$ cat config.mk
export PLATFORM = sky130hd
export DESIGN_NAME = tcb_capture_ctrl
export DESIGN_NICKNAME = d
export VERILOG_FILES = /design/src/tcb_pkg.sv /design/src/tcb_capture_ctrl.sv
export SDC_FILE = /design/constraint.sdc
export NUM_CORES = 1
export LEC_CHECK = 0
export BUFFER_PORTS_ARGS = -buffer_cell sky130_fd_sc_hd__buf_2
export CORE_AREA = 2 2 104 106
export DETAILED_ROUTE_END_ITERATION = 16
export DIE_AREA = 0 0 106 108
export MAX_ROUTING_LAYER = met4
export PLACE_DENSITY = 0.69
export SLEW_MARGIN = 20
export SYNTH_ARGS = -nofsm -noshare
export SYNTH_HDL_FRONTEND = slang
export SYNTH_SLANG_ARGS = --single-unit
export TNS_END_PERCENT = 5
$ cat constraint.sdc
create_clock -name clk_i -period 2.2 [get_ports clk_i]
set_input_delay 0.55 -clock clk_i [delete_from_list [all_inputs] [get_ports clk_i]]
set_output_delay 0.55 -clock clk_i [all_outputs]
set_load 0.1 [all_outputs]
$ cat src/tcb_pkg.sv
// constants, field layout and carrier types of the timer b capture block
// assumes one word-wide wishbone register window, byte index times four
package tcb_pkg;

  // ----------------------------------------------------------------
  // register index (byte address is four times the index)
  // ----------------------------------------------------------------
  localparam logic [5:0] IDX_CTRLA  = 6'h00;
  localparam logic [5:0] IDX_MODE_CONTROL_B  = 6'h01;
  localparam logic [5:0] IDX_EVENT_CONTROL = 6'h04;
  localparam logic [5:0] IDX_INTEN  = 6'h05;
  localparam logic [5:0] IDX_FLAGS  = 6'h06;
  localparam logic [5:0] IDX_STATUS = 6'h07;
  localparam logic [5:0] IDX_CNT    = 6'h0a;
  localparam logic [5:0] IDX_COMPARE_VALUE_REGISTER   = 6'h0c;

  // ----------------------------------------------------------------
  // field positions
  // ----------------------------------------------------------------
  localparam int BIT_ENABLE  = 0;
  localparam int BIT_MODE    = 0;
  localparam int BIT_PIN_EN  = 4;
  localparam int BIT_INIT    = 5;
  localparam int BIT_EVENT_LATCH_FLAG_EI = 0;
  localparam int BIT_EDGE    = 4;
  localparam int BIT_FILTER  = 6;
  localparam int BIT_IE      = 0;
  localparam int BIT_FLAG    = 0;
  localparam int BIT_RUN     = 0;

  // ----------------------------------------------------------------
  // reset values and filter length
  // ----------------------------------------------------------------
  localparam logic [7:0]  RST_BYTE = 8'h00;
  localparam logic [15:0] RST_WORD = 16'h0000;
  localparam int          FILT_LEN = 4;

  // ----------------------------------------------------------------
  // timer modes
  // ----------------------------------------------------------------
  localparam logic [2:0] MODE_INT     = 3'h0;
  localparam logic [2:0] MODE_TIMEOUT = 3'h1;
  localparam logic [2:0] MODE_EVENT_LATCH_FLAG    = 3'h2;
  localparam logic [2:0] MODE_FRQ     = 3'h3;
  localparam logic [2:0] MODE_PW      = 3'h4;
  localparam logic [2:0] MODE_PERIOD_AND_WIDTH_MODE   = 3'h5;
  localparam logic [2:0] MODE_SINGLE  = 3'h6;
  localparam logic [2:0] MODE_EIGHT_BIT_PULSE_MODE    = 3'h7;

  // ----------------------------------------------------------------
  // carriers
  // ----------------------------------------------------------------
  typedef struct packed {
    logic       init;
    logic       pin_en;
    logic [2:0] mode;
  } tcb_mode_control_b_t;

  typedef struct packed {
    logic filter;
    logic edge_sel;
    logic event_latch_flag_ei;
  } tcb_event_control_t;

  typedef enum logic [1:0] {
    FPW_IDLE,
    FPW_HIGH,
    FPW_LOW
  } tcb_fpw_t;

endpackage

$ cat src/tcb_capture_ctrl.sv
// timer b capture/compare mode, event, output and flag control
// assumes event and port inputs are synchronous to clk_i
//
// Behaviour
// - output starts at the initial level bit
// - initial level ignored in eight_bit_pulse_mode and single-shot
// - pin enable swaps port value for waveform
// - three-bit field selects one of eight modes
// - filter bit inserts or bypasses noise stage
// - events act only while input enabled
// - interrupt enable gates the flag request
// - periodic and eight_bit_pulse_mode modes ignore edges
// - timeout edges start/stop; single-shot edge starts
// - capture mode edge copies counter, sets flag
// - frequency edge captures, restarts, sets flag
// - frequency mode restarts counting from zero
// - pulse-width: one edge clears, other captures
// - pulse-width capture keeps counter running
// - combined mode: clear, capture, then stop
// - int/timeout/single flag when counter hits top
// - eight_bit_pulse_mode flag when counter hits low byte
// - flag clears by write one or by compare read in modes 2-5
// - request stands while flag and enable set
// - eight_bit_pulse_mode low byte period, high byte duty
// - compare register is top in timer modes
//
// Implementation choice: the Wishbone slave port.
`timescale 1ns/1ns
`default_nettype none

module tcb_capture_ctrl (
  // clock and reset
  input  wire logic        clk_i,
  input  wire logic        rst_i,
  // wishbone slave
  input  wire logic [7:0]  wb_adr_i,
  input  wire logic [31:0] wb_dat_i,
  input  wire logic [3:0]  wb_sel_i,
  input  wire logic        wb_we_i,
  input  wire logic        wb_cyc_i,
  input  wire logic        wb_stb_i,
  output var  logic [31:0] wb_dat_o,
  output var  logic        wb_ack_o,
  // event input and port pin
  input  wire logic        event_i,
  input  wire logic        port_out_i,
  output var  logic        pin_out_o,
  // interrupt request
  output logic             irq_o
);

  // ----------------------------------------------------------------
  // state
  // ----------------------------------------------------------------
  logic                 enable;
  tcb_pkg::tcb_mode_control_b_t  mode_control_b;
  tcb_pkg::tcb_event_control_t event_control;
  logic                 irq_en;
  logic                 flag;
  logic [15:0]          counter_value;
  logic [15:0]          compare_value_register;
  logic                 run;
  tcb_pkg::tcb_fpw_t    fpw;
  logic                 wave;
  logic [tcb_pkg::FILT_LEN-2:0] samp;
  logic                 filt_lvl;
  logic                 ev_prev;

  logic                 next_run;
  logic [15:0]          next_cnt;
  logic [15:0]          next_compare_value_register;
  tcb_pkg::tcb_fpw_t    next_fpw;
  logic                 flag_set;

  // ----------------------------------------------------------------
  // bus decode
  // ----------------------------------------------------------------
  logic       acc;
  logic       wr;
  logic       rd;
  logic [5:0] idx;
  logic       event_latch_flag_mode;
  logic       flag_clr;

  assign acc = wb_cyc_i && wb_stb_i && !wb_ack_o;
  assign wr  = acc && wb_we_i;
  assign rd  = acc && !wb_we_i;
  assign idx = wb_adr_i[7:2];
  assign event_latch_flag_mode = (mode_control_b.mode >= tcb_pkg::MODE_EVENT_LATCH_FLAG) &&
                     (mode_control_b.mode <= tcb_pkg::MODE_PERIOD_AND_WIDTH_MODE);

  assign flag_clr = (wr && idx == tcb_pkg::IDX_FLAGS && wb_sel_i[0] &&
                     wb_dat_i[tcb_pkg::BIT_FLAG]) ||
                    (rd && idx == tcb_pkg::IDX_COMPARE_VALUE_REGISTER && event_latch_flag_mode);

  // ack one cycle after the request, dropped the cycle after
  always_ff @(posedge clk_i) begin
    if (rst_i) begin
      wb_ack_o <= 1'b0;
    end else begin
      wb_ack_o <= acc;
    end
  end

  always_ff @(posedge clk_i) begin
    if (rst_i) begin
      wb_dat_o <= 32'h0000_0000;
    end else if (rd) begin
      wb_dat_o <= 32'h0000_0000;
      if (idx == tcb_pkg::IDX_CTRLA) begin
        wb_dat_o[tcb_pkg::BIT_ENABLE] <= enable;
      end else if (idx == tcb_pkg::IDX_MODE_CONTROL_B) begin
        wb_dat_o[tcb_pkg::BIT_MODE +: 3] <= mode_control_b.mode;
        wb_dat_o[tcb_pkg::BIT_PIN_EN]    <= mode_control_b.pin_en;
        wb_dat_o[tcb_pkg::BIT_INIT]      <= mode_control_b.init;
      end else if (idx == tcb_pkg::IDX_EVENT_CONTROL) begin
        wb_dat_o[tcb_pkg::BIT_EVENT_LATCH_FLAG_EI] <= event_control.event_latch_flag_ei;
        wb_dat_o[tcb_pkg::BIT_EDGE]    <= event_control.edge_sel;
        wb_dat_o[tcb_pkg::BIT_FILTER]  <= event_control.filter;
      end else if (idx == tcb_pkg::IDX_INTEN) begin
        wb_dat_o[tcb_pkg::BIT_IE] <= irq_en;
      end else if (idx == tcb_pkg::IDX_FLAGS) begin
        wb_dat_o[tcb_pkg::BIT_FLAG] <= flag;
      end else if (idx == tcb_pkg::IDX_STATUS) begin
        wb_dat_o[tcb_pkg::BIT_RUN] <= run;
      end else if (idx == tcb_pkg::IDX_CNT) begin
        wb_dat_o[15:0] <= counter_value;
      end else if (idx == tcb_pkg::IDX_COMPARE_VALUE_REGISTER) begin
        wb_dat_o[15:0] <= compare_value_register;
      end
    end
  end

  // ----------------------------------------------------------------
  // configuration registers
  // ----------------------------------------------------------------
  always_ff @(posedge clk_i) begin
    if (rst_i) begin
      enable <= 1'b0;
      mode_control_b  <= '0;
      event_control <= '0;
      irq_en <= 1'b0;
    end else if (wr && wb_sel_i[0]) begin
      if (idx == tcb_pkg::IDX_CTRLA) begin
        enable <= wb_dat_i[tcb_pkg::BIT_ENABLE];
      end else if (idx == tcb_pkg::IDX_MODE_CONTROL_B) begin
        mode_control_b.mode   <= wb_dat_i[tcb_pkg::BIT_MODE +: 3];
        mode_control_b.pin_en <= wb_dat_i[tcb_pkg::BIT_PIN_EN];
        mode_control_b.init   <= wb_dat_i[tcb_pkg::BIT_INIT];
      end else if (idx == tcb_pkg::IDX_EVENT_CONTROL) begin
        event_control.event_latch_flag_ei  <= wb_dat_i[tcb_pkg::BIT_EVENT_LATCH_FLAG_EI];
        event_control.edge_sel <= wb_dat_i[tcb_pkg::BIT_EDGE];
        event_control.filter   <= wb_dat_i[tcb_pkg::BIT_FILTER];
      end else if (idx == tcb_pkg::IDX_INTEN) begin
        irq_en <= wb_dat_i[tcb_pkg::BIT_IE];
      end
    end
  end

  // ----------------------------------------------------------------
  // event path
  // ----------------------------------------------------------------
  logic [tcb_pkg::FILT_LEN-1:0] filt_win;
  logic ev_lvl;
  logic ev_rise;
  logic ev_fall;
  logic sel_edge;
  logic opp_edge;

  assign filt_win = {samp, event_i};

  always_ff @(posedge clk_i) begin
    if (rst_i) begin
      samp     <= '0;
      filt_lvl <= 1'b0;
    end else begin
      samp <= filt_win[tcb_pkg::FILT_LEN-2:0];
      // four equal samples move the level
      if (&filt_win) begin
        filt_lvl <= 1'b1;
      end else if (~|filt_win) begin
        filt_lvl <= 1'b0;
      end
    end
  end

  assign ev_lvl = event_control.filter ? filt_lvl : event_i;

  always_ff @(posedge clk_i) begin
    if (rst_i) begin
      ev_prev <= 1'b0;
    end else begin
      ev_prev <= ev_lvl;
    end
  end

  assign ev_rise  = event_control.event_latch_flag_ei && ev_lvl && !ev_prev;
  assign ev_fall  = event_control.event_latch_flag_ei && !ev_lvl && ev_prev;
  assign sel_edge = event_control.edge_sel ? ev_fall : ev_rise;
  assign opp_edge = event_control.edge_sel ? ev_rise : ev_fall;

  // ----------------------------------------------------------------
  // counter, capture and run control
  // ----------------------------------------------------------------
  logic at_top;
  logic at_low;

  assign at_top = run && (counter_value == compare_value_register);
  assign at_low = run && (counter_value[7:0] == compare_value_register[7:0]);

  always_comb begin
    next_cnt  = run ? counter_value + 16'h0001 : counter_value;
    next_run  = run;
    next_compare_value_register = compare_value_register;
    next_fpw  = fpw;
    flag_set  = 1'b0;
    if (!enable) begin
      next_run = 1'b0;
      next_fpw = tcb_pkg::FPW_IDLE;
    end else begin
      case (mode_control_b.mode)
        tcb_pkg::MODE_INT: begin
          next_run = 1'b1;
          if (at_top) begin
            flag_set = 1'b1;
            next_cnt = 16'h0000;
          end
        end
        tcb_pkg::MODE_TIMEOUT: begin
          if (at_top) begin
            flag_set = 1'b1;
            next_cnt = 16'h0000;
          end
          if (sel_edge) begin
            next_run = 1'b1;
          end else if (opp_edge) begin
            next_run = 1'b0;
          end
        end
        tcb_pkg::MODE_EVENT_LATCH_FLAG: begin
          next_run = 1'b1;
          if (sel_edge) begin
            next_compare_value_register = counter_value;
            flag_set  = 1'b1;
          end
        end
        tcb_pkg::MODE_FRQ: begin
          next_run = 1'b1;
          if (sel_edge) begin
            next_compare_value_register = counter_value;
            flag_set  = 1'b1;
            next_cnt  = 16'h0000;
          end
        end
        tcb_pkg::MODE_PW: begin
          next_run = 1'b1;
          // clear on one edge, capture on other
          if (sel_edge) begin
            next_cnt = 16'h0000;
          end else if (opp_edge) begin
            next_compare_value_register = counter_value;
            flag_set  = 1'b1;
          end
        end
        tcb_pkg::MODE_PERIOD_AND_WIDTH_MODE: begin
          case (fpw)
            tcb_pkg::FPW_IDLE: begin
              if (sel_edge) begin
                next_cnt = 16'h0000;
                next_run = 1'b1;
                next_fpw = tcb_pkg::FPW_HIGH;
              end
            end
            tcb_pkg::FPW_HIGH: begin
              if (opp_edge) begin
                next_compare_value_register = counter_value;
                next_fpw  = tcb_pkg::FPW_LOW;
              end
            end
            default: begin
              if (sel_edge) begin
                next_run = 1'b0;
                next_cnt = counter_value;
                flag_set = 1'b1;
                next_fpw = tcb_pkg::FPW_IDLE;
              end
            end
          endcase
        end
        tcb_pkg::MODE_SINGLE: begin
          if (at_top) begin
            flag_set = 1'b1;
            next_run = 1'b0;
            next_cnt = 16'h0000;
          end else if (!run && sel_edge) begin
            next_run = 1'b1;
          end
        end
        default: begin
          next_run = 1'b1;
          next_cnt[15:8] = 8'h00;
          if (at_low) begin
            flag_set = 1'b1;
            next_cnt = 16'h0000;
          end
        end
      endcase
    end
  end

  // bus writes win over internal counter updates
  always_ff @(posedge clk_i) begin
    if (rst_i) begin
      counter_value <= tcb_pkg::RST_WORD;
      run           <= 1'b0;
      fpw           <= tcb_pkg::FPW_IDLE;
    end else begin
      counter_value <= next_cnt;
      run           <= next_run;
      fpw           <= next_fpw;
      if (wr && idx == tcb_pkg::IDX_CNT) begin
        if (wb_sel_i[0]) begin
          counter_value[7:0] <= wb_dat_i[7:0];
        end
        if (wb_sel_i[1]) begin
          counter_value[15:8] <= wb_dat_i[15:8];
        end
      end
    end
  end

  always_ff @(posedge clk_i) begin
    if (rst_i) begin
      compare_value_register <= tcb_pkg::RST_WORD;
    end else begin
      compare_value_register <= next_compare_value_register;
      if (wr && idx == tcb_pkg::IDX_COMPARE_VALUE_REGISTER) begin
        if (wb_sel_i[0]) begin
          compare_value_register[7:0] <= wb_dat_i[7:0];
        end
        if (wb_sel_i[1]) begin
          compare_value_register[15:8] <= wb_dat_i[15:8];
        end
      end
    end
  end

  // ----------------------------------------------------------------
  // flag and interrupt
  // ----------------------------------------------------------------
  // a set in the clearing cycle is kept
  always_ff @(posedge clk_i) begin
    if (rst_i) begin
      flag <= 1'b0;
    end else if (flag_set) begin
      flag <= 1'b1;
    end else if (flag_clr) begin
      flag <= 1'b0;
    end
  end

  assign irq_o = flag && irq_en;

  // ----------------------------------------------------------------
  // waveform and pin
  // ----------------------------------------------------------------
  always_ff @(posedge clk_i) begin
    if (rst_i) begin
      wave <= 1'b0;
    end else begin
      case (mode_control_b.mode)
        tcb_pkg::MODE_EIGHT_BIT_PULSE_MODE: begin
          wave <= counter_value[7:0] < compare_value_register[15:8];
        end
        tcb_pkg::MODE_SINGLE: begin
          wave <= next_run;
        end
        default: begin
          if (!enable) begin
            wave <= mode_control_b.init;
          end
        end
      endcase
    end
  end

  always_ff @(posedge clk_i) begin
    if (rst_i) begin
      pin_out_o <= 1'b0;
    end else begin
      pin_out_o <= mode_control_b.pin_en ? wave : port_out_i;
    end
  end

  logic cnt_wr;
  assign cnt_wr = wr && idx == tcb_pkg::IDX_CNT;
endmodule

`default_nettype wire

After elaboration in Yosys (flattened, before gate mapping)
Cells that the tools add are included.

storage, ports and cells
  output and inout port bits = 35
  register bits after elaboration = 70

cells by class
  $lt $le $gt $ge = 3
  add/subtract/negate cells = 1
  bitwise gates (word level) = 4
  mux-type cells = 79
  reduce and logical (&&, ||, !) cells = 44
  equality and inequality tests = 21

operators by type and width
  operator                                                         number
  16-bit two-way mux                                               22
  16-bit one-hot mux with 4 select lines                           1
  15-bit two-way mux                                               4
  16-bit one-hot mux with 3 select lines                           1
  8-bit two-way mux                                                5
  1-bit two-way mux                                                32
  16-bit one-hot mux with 2 select lines                           1
  6-bit by 3-bit == test with 1-bit output, second input constant  4
  1-bit logical AND                                                21
  16-bit by 1-bit adder with 16-bit output, second input constant  1
  16-bit == test                                                   1
  3-bit == test, second input constant                             4
  6-bit by 4-bit == test with 1-bit output, second input constant  2
  4-bit AND reduction                                              3
  10-bit two-way mux                                               1
  9-bit two-way mux                                                1
  8-bit == test                                                    1
  8-bit less-than comparator                                       1
  2-bit two-way mux                                                4
  2-bit OR reduction                                               4
  3-bit by 2-bit == test with 1-bit output, second input constant  2
  6-bit by 1-bit == test with 1-bit output, second input constant  1
  6-bit logical NOT                                                1
  3-bit two-way mux                                                2
  21 further kinds                                                 32

Depth between registers and ports, before layout
  word-level depth = 17
  gate-level depth with buffers = 9
  mapped depth without buffers = 8

Worst setup path after synthesis
No wires, ideal clock.

  kind = register -> register
  from = register wb_ack_o
  to = register compare_value_register[6]
  setup time = 0.086 ns
  buffers on the path = 2
  data arrival time = 2.304 ns
  cell stages (with the launch flop) = 8
  setup slack = -0.189 ns
  cell sequence = dfxtp_1 -> and3b_1 -> and3_1 -> clkbuf_1 -> nand2_1 -> clkbuf_1 -> nor2_1 -> a211oi_1

on the way
  cells in the longest elaborated chain, start to end = 5

ends and longest elaborated chain
  what                    line                     source
  from (decl)             tcb_capture_ctrl.sv:43   output var logic wb_ack_o,
  from (signal assigned)  tcb_capture_ctrl.sv:99   wb_ack_o <= 1'b0;
  from (signal assigned)  tcb_capture_ctrl.sv:101  wb_ack_o <= acc;
  1-bit logical NOT       tcb_capture_ctrl.sv:85   assign acc = wb_cyc_i && wb_stb_i && !wb_ack_o;
  1-bit logical AND       tcb_capture_ctrl.sv:85
  1-bit logical AND       tcb_capture_ctrl.sv:86   assign wr = acc && wb_we_i;
  1-bit logical AND       tcb_capture_ctrl.sv:337  if (wr && idx == tcb_pkg::IDX_COMPARE_VALUE_REGISTER) begin
  16-bit two-way mux      tcb_capture_ctrl.sv:337
  to (signal assigned)    tcb_capture_ctrl.sv:334  compare_value_register <= tcb_pkg::RST_WORD;
  to (signal assigned)    tcb_capture_ctrl.sv:336  compare_value_register <= next_compare_value_register;
  to (signal assigned)    tcb_capture_ctrl.sv:339  compare_value_register[7:0] <= wb_dat_i[7:0];
  to (decl)               tcb_capture_ctrl.sv:61   logic [15:0] compare_value_register;

No other way between the ends.
A chain may end at the register's enable or synchronous reset.

Final worst setup path
  from = register event_control[2] (netlist name)
  to = register counter_value[3]

on the way
  cells in the longest elaborated chain, start to end = 11

ends and longest elaborated chain
  what                                          line                     source
  from (decl)                                   tcb_capture_ctrl.sv:57   tcb_pkg::tcb_event_control_t event_control;
  1-bit two-way mux (*)                         tcb_capture_ctrl.sv:187  assign ev_lvl = event_control.filter ? filt_lvl : event_i;
  1-bit logical NOT                             tcb_capture_ctrl.sv:198  assign ev_fall = event_control.event_latch_flag_ei && !ev_lvl && ev_prev;
  1-bit logical AND (2 in series)               tcb_capture_ctrl.sv:198
  1-bit two-way mux (*)                         tcb_capture_ctrl.sv:199  assign sel_edge = event_control.edge_sel ? ev_fall : ev_rise;
  16-bit two-way mux, on equally long branches  -
  16-bit one-hot mux with 2 select lines        tcb_capture_ctrl.sv:266  case (fpw)
  16-bit one-hot mux with 4 select lines (*)    tcb_capture_ctrl.sv:221  case (mode_control_b.mode)
  16-bit two-way mux (*)                        tcb_capture_ctrl.sv:217  if (!enable) begin
  8-bit two-way mux                             tcb_capture_ctrl.sv:322  if (wb_sel_i[0]) begin
  16-bit two-way mux (*)                        tcb_capture_ctrl.sv:321  if (wr && idx == tcb_pkg::IDX_CNT) begin
  to (signal assigned)                          tcb_capture_ctrl.sv:314  counter_value <= tcb_pkg::RST_WORD;
  to (signal assigned)                          tcb_capture_ctrl.sv:318  counter_value <= next_cnt;
  to (signal assigned)                          tcb_capture_ctrl.sv:323  counter_value[7:0] <= wb_dat_i[7:0];
  to (decl)                                     tcb_capture_ctrl.sv:60   logic [15:0] counter_value;

Mark *: on every way between the ends. The rest lies on a longest branch, timed or not.

==> summary.md <==
| Metric | Value |
|---|---|
| Status | `finished with violations` |
| Failing checks | `setup timing` |
| Fin crit share | `103%` |
| Yosys reg bits | `70` |
| CTS tree | `built` |
| CORE AREA | `10,200 um^2` |
| M1 GR Usage | `31.1%` |
| Via count | `4,682` |
| Cells after synthesis | `588` |
| Hold_buf cts | `0` |
| Die area | `11,400 um^2` |
| Path type of the worst min-delay path | `input pin to register` |
| Post-synth EDFFs | `0` |
| Netlist cell types | `64` |
| Crit path time final | `2260 ps` |
| DR WL/cell | `roughly 17 um` |
| Post-synth top area share | `30.7%` |
| Final WL | `around 14,000 um` |
| Max-cap violation count | `0` |
| Row count | `37` |
| Worst IR drop on VDD | `0.000289 V` |
| Initial Util | `44.6%` |
| Multi-input logic area | `2920 um^2` |
| M3 GR Usage | `~5.3%` |
| Initial DRC count | `350` |
| Yosys warning count | `0` |
| Largest net degree at the start of global routing | `41` |
| Antenna violations before repair | `0` |
| Fin nets | `739` |
| Vias per std cell | `approximately 5.7` |
| Fraction of layout cells with a size suffix above 1 | `25.4%` |
| Pwr Density | `466 nW/um^2` |
| First-pass GRT wire length | `about 22,000 um` |
| CTS max path bufs | `2` |
| Worst Path Required | `2420 ps` |
| Worst-Margin Slew | `531 ps` |
| Worst-path maximum fanout | `5` |
| Slew HR | `64.2%` |
| Syn Std Cell Area | `4560 um^2` |
| Filler cells | `about 990` |
| Register area | `approximately 1400 um^2` |
| Startpoint class of the critical path | `register` |
| Top FF cell, synth | `dfxtp_1` |
| CP Cell Sequence | `mux2i_4, mux2i_2, o22ai_4, or4_4, o211ai_1, a21oi_1` |
| First drt pass iteration count | `5` |
| Lkg Pwr | `2.10 nW` |
| CP Buf/Inv Count | `0` |
| Hold_ws | `about 440 ps` |
| Vias in the first global route | `4,564` |
| P&R area growth vs syn | `22.1%` |
| Leading area contributor after synthesis | `dfxtp_1` |
| Chip height | `108 um` |
| Setup repair after global routing missed its margin | `yes` |
| Clock sink count | `70` |
| Slowest stage delay, CP | `570 ps` |
| Number of diodes | `0` |
| Clock latency on the worst-skew pair | `roughly 350 ps` |
| Total CTS buffers | `9` |
| Seq/Total Area, Yosys | `30.7%` |
| Top-count cell post-synth | `nor2_1` |
| Slowest CP cell | `or4_4` |
| Final ANT Viol Nets | `0` |
| Final setup viols | `15` |
| FFs w/ async S/R, synth | `0%` |
| GRT Max-Usage Layer | `met2` |
| Synth area leaders | `dfxtp_1 (31%), nor2_1 (7.4%), mux2i_1 (6.1%), nand2_1 (4.0%), a211oi_1 (3.8%)` |
| Critical path's top delay family | `multiplexers` |
| Top cells by count, synth | `nor2_1 (90), dfxtp_1 (70), nand2_1 (49)` |
| All-Layer GR Usage | `25.5%` |
| IO Count | `86` |
| Residual DRC | `0` |
| Fin. max-slew vios | `0` |
| Worst setup margin | `-58.8 ps` |
| Clock skew | `~12 ps` |
| Crit path kind | `register to register` |
| GPL Wtd Cong | `approximately 0.97` |
| CTS root buf | `clkbuf_8` |
| Max H-tree Level | `3` |
| IO buf count | `49` |
| Final-report hold violation count | `0` |
| Crit path DAT | `between 2000 and 2500 ps` |
| Grt met2 use | `42.4%` |
| Clock-pin slew on the worst setup and hold paths | `about 80 ps` |
| Worst setup EP type | `register` |
| Overflow after GRT | `0` |
| Synthesized area per cell | `between 7 and 8 um^2` |
| Die width | `106 um` |
| Setup TNS | `-357 ps` |
| Max Fclk | `443 MHz` |
| Dpl hpwl | `10,600 um` |
==> timing repair <==
action / CTS / global route
gates resized for setup: 7 / 19
endpoints found under the setup margin: 33 / 34
pin swaps: 3 / 6
buffers inserted: 0 / 1
==> flip-flops by register name, summed over array words and instances, names as in the netlist, 2 cells and up <==
register and cells:
counter_value 16, fpw 2, samp 3, compare_value_register 16, wb_dat_o 16, event_control 3
mode_control_b 5
==> cells in the final DEF, fill, tap and decap left out, types with 3 or more instances in the layout <==
master and instances:
dfxtp_1 63, dfxtp_2 7, clkinv_2 3, inv_1 11, conb_1 16, buf_4 76, nand2b_1 7, a21oi_1 34
nor2_1 88, o211ai_1 9, a31oi_1 5, nand4_1 13, o31ai_1 3, o21ai_0 15, ha_1 8, xnor2_1 18
nor2b_1 11, a22oi_1 14, nand2_1 48, nor3_1 12, nand3b_1 6, nand3_1 17, or3_1 4, and2_1 9
buf_2 49, and3_1 7, mux2i_1 27, o22a_1 3, o21a_1 4, xor2_1 5, a211oi_1 22, clkbuf_8 10
a21o_1 3
==> worst reg2reg max path, delay by kind of cell (launching register included) <==
family	cells	cell delay (ps)
AND/OR/NAND/NOR	1	580
AO/OA/AOI/OAI	3	520
flip-flops	1	380
multiplexers	2	650
==> cell families after synthesis <==
group	count (synthesis)	share of synthesized area [%]
and+or+nand+nor	244	26.4
AOI/OAI and AO/OA	137	20.5
buffers and inverters	73	8.29
DFF	70	30.7
muxes	32	7.38
xor gates and xnor gates	23	4.42
adders and majority gates	8	2.20
other	1	0.0823
==> report_power, final <==
group | internal, W | switching (W)
Combinational | 0.0000776 | 0.000282
Clock | 0.000436 | 0.000510
Sequential | 0.00128 | 0.00000890
==> area by class of cell <==
class / count / area share [%]
inverter: 11 / 0.742
sequential: 70 / 25.3
clock buffer: 12 / 2.61
clock inverter: 4 / 0.405
multi-input combinational: 460 / 52.4
timing repair buffer: 128 / 15.4
tap: 136 / 3.06
==> stage by stage <==
step	cells	area [um^2]	setup slack, ps	utilization, %	total power (W)
3_3_place_gp	804	5290	-296	51.7	0.00167
2_1_floorplan	603	4620	-45.8	-	0.00160
5_1_grt	821	5570	-164	54.4	0.00267
3_5_place_dp	804	5290	-325	51.7	0.00167
6_report	821	5570	-58.8	54.4	0.00259
4_1_cts	820	5500	-28.5	53.7	0.00260
==> routing by layer <==
metal,vias up,share of wire (%)
met5,-,0
met4,0,2.8
met3,28,5.8
met2,171,48
met1,2239,43
li1,2244,-
==> final timing paths <==
check | from | end | slack (ps) | depth (start not counted)
max reg2reg | event_control[2]$_SDFFE_PP0P_ | counter_value[3]$_SDFF_PP0_ | -60 | 6
min reg2reg | samp[0]$_SDFF_PP0_ | samp[1]$_SDFF_PP0_ | 480 | 1
min | wb_dat_i[10] | counter_value[10]$_SDFF_PP0_ | 440 | 3
max | event_control[2]$_SDFFE_PP0P_ | counter_value[3]$_SDFF_PP0_ | -60 | 6
No activity file was read; power rests on OpenSTA's default activity.
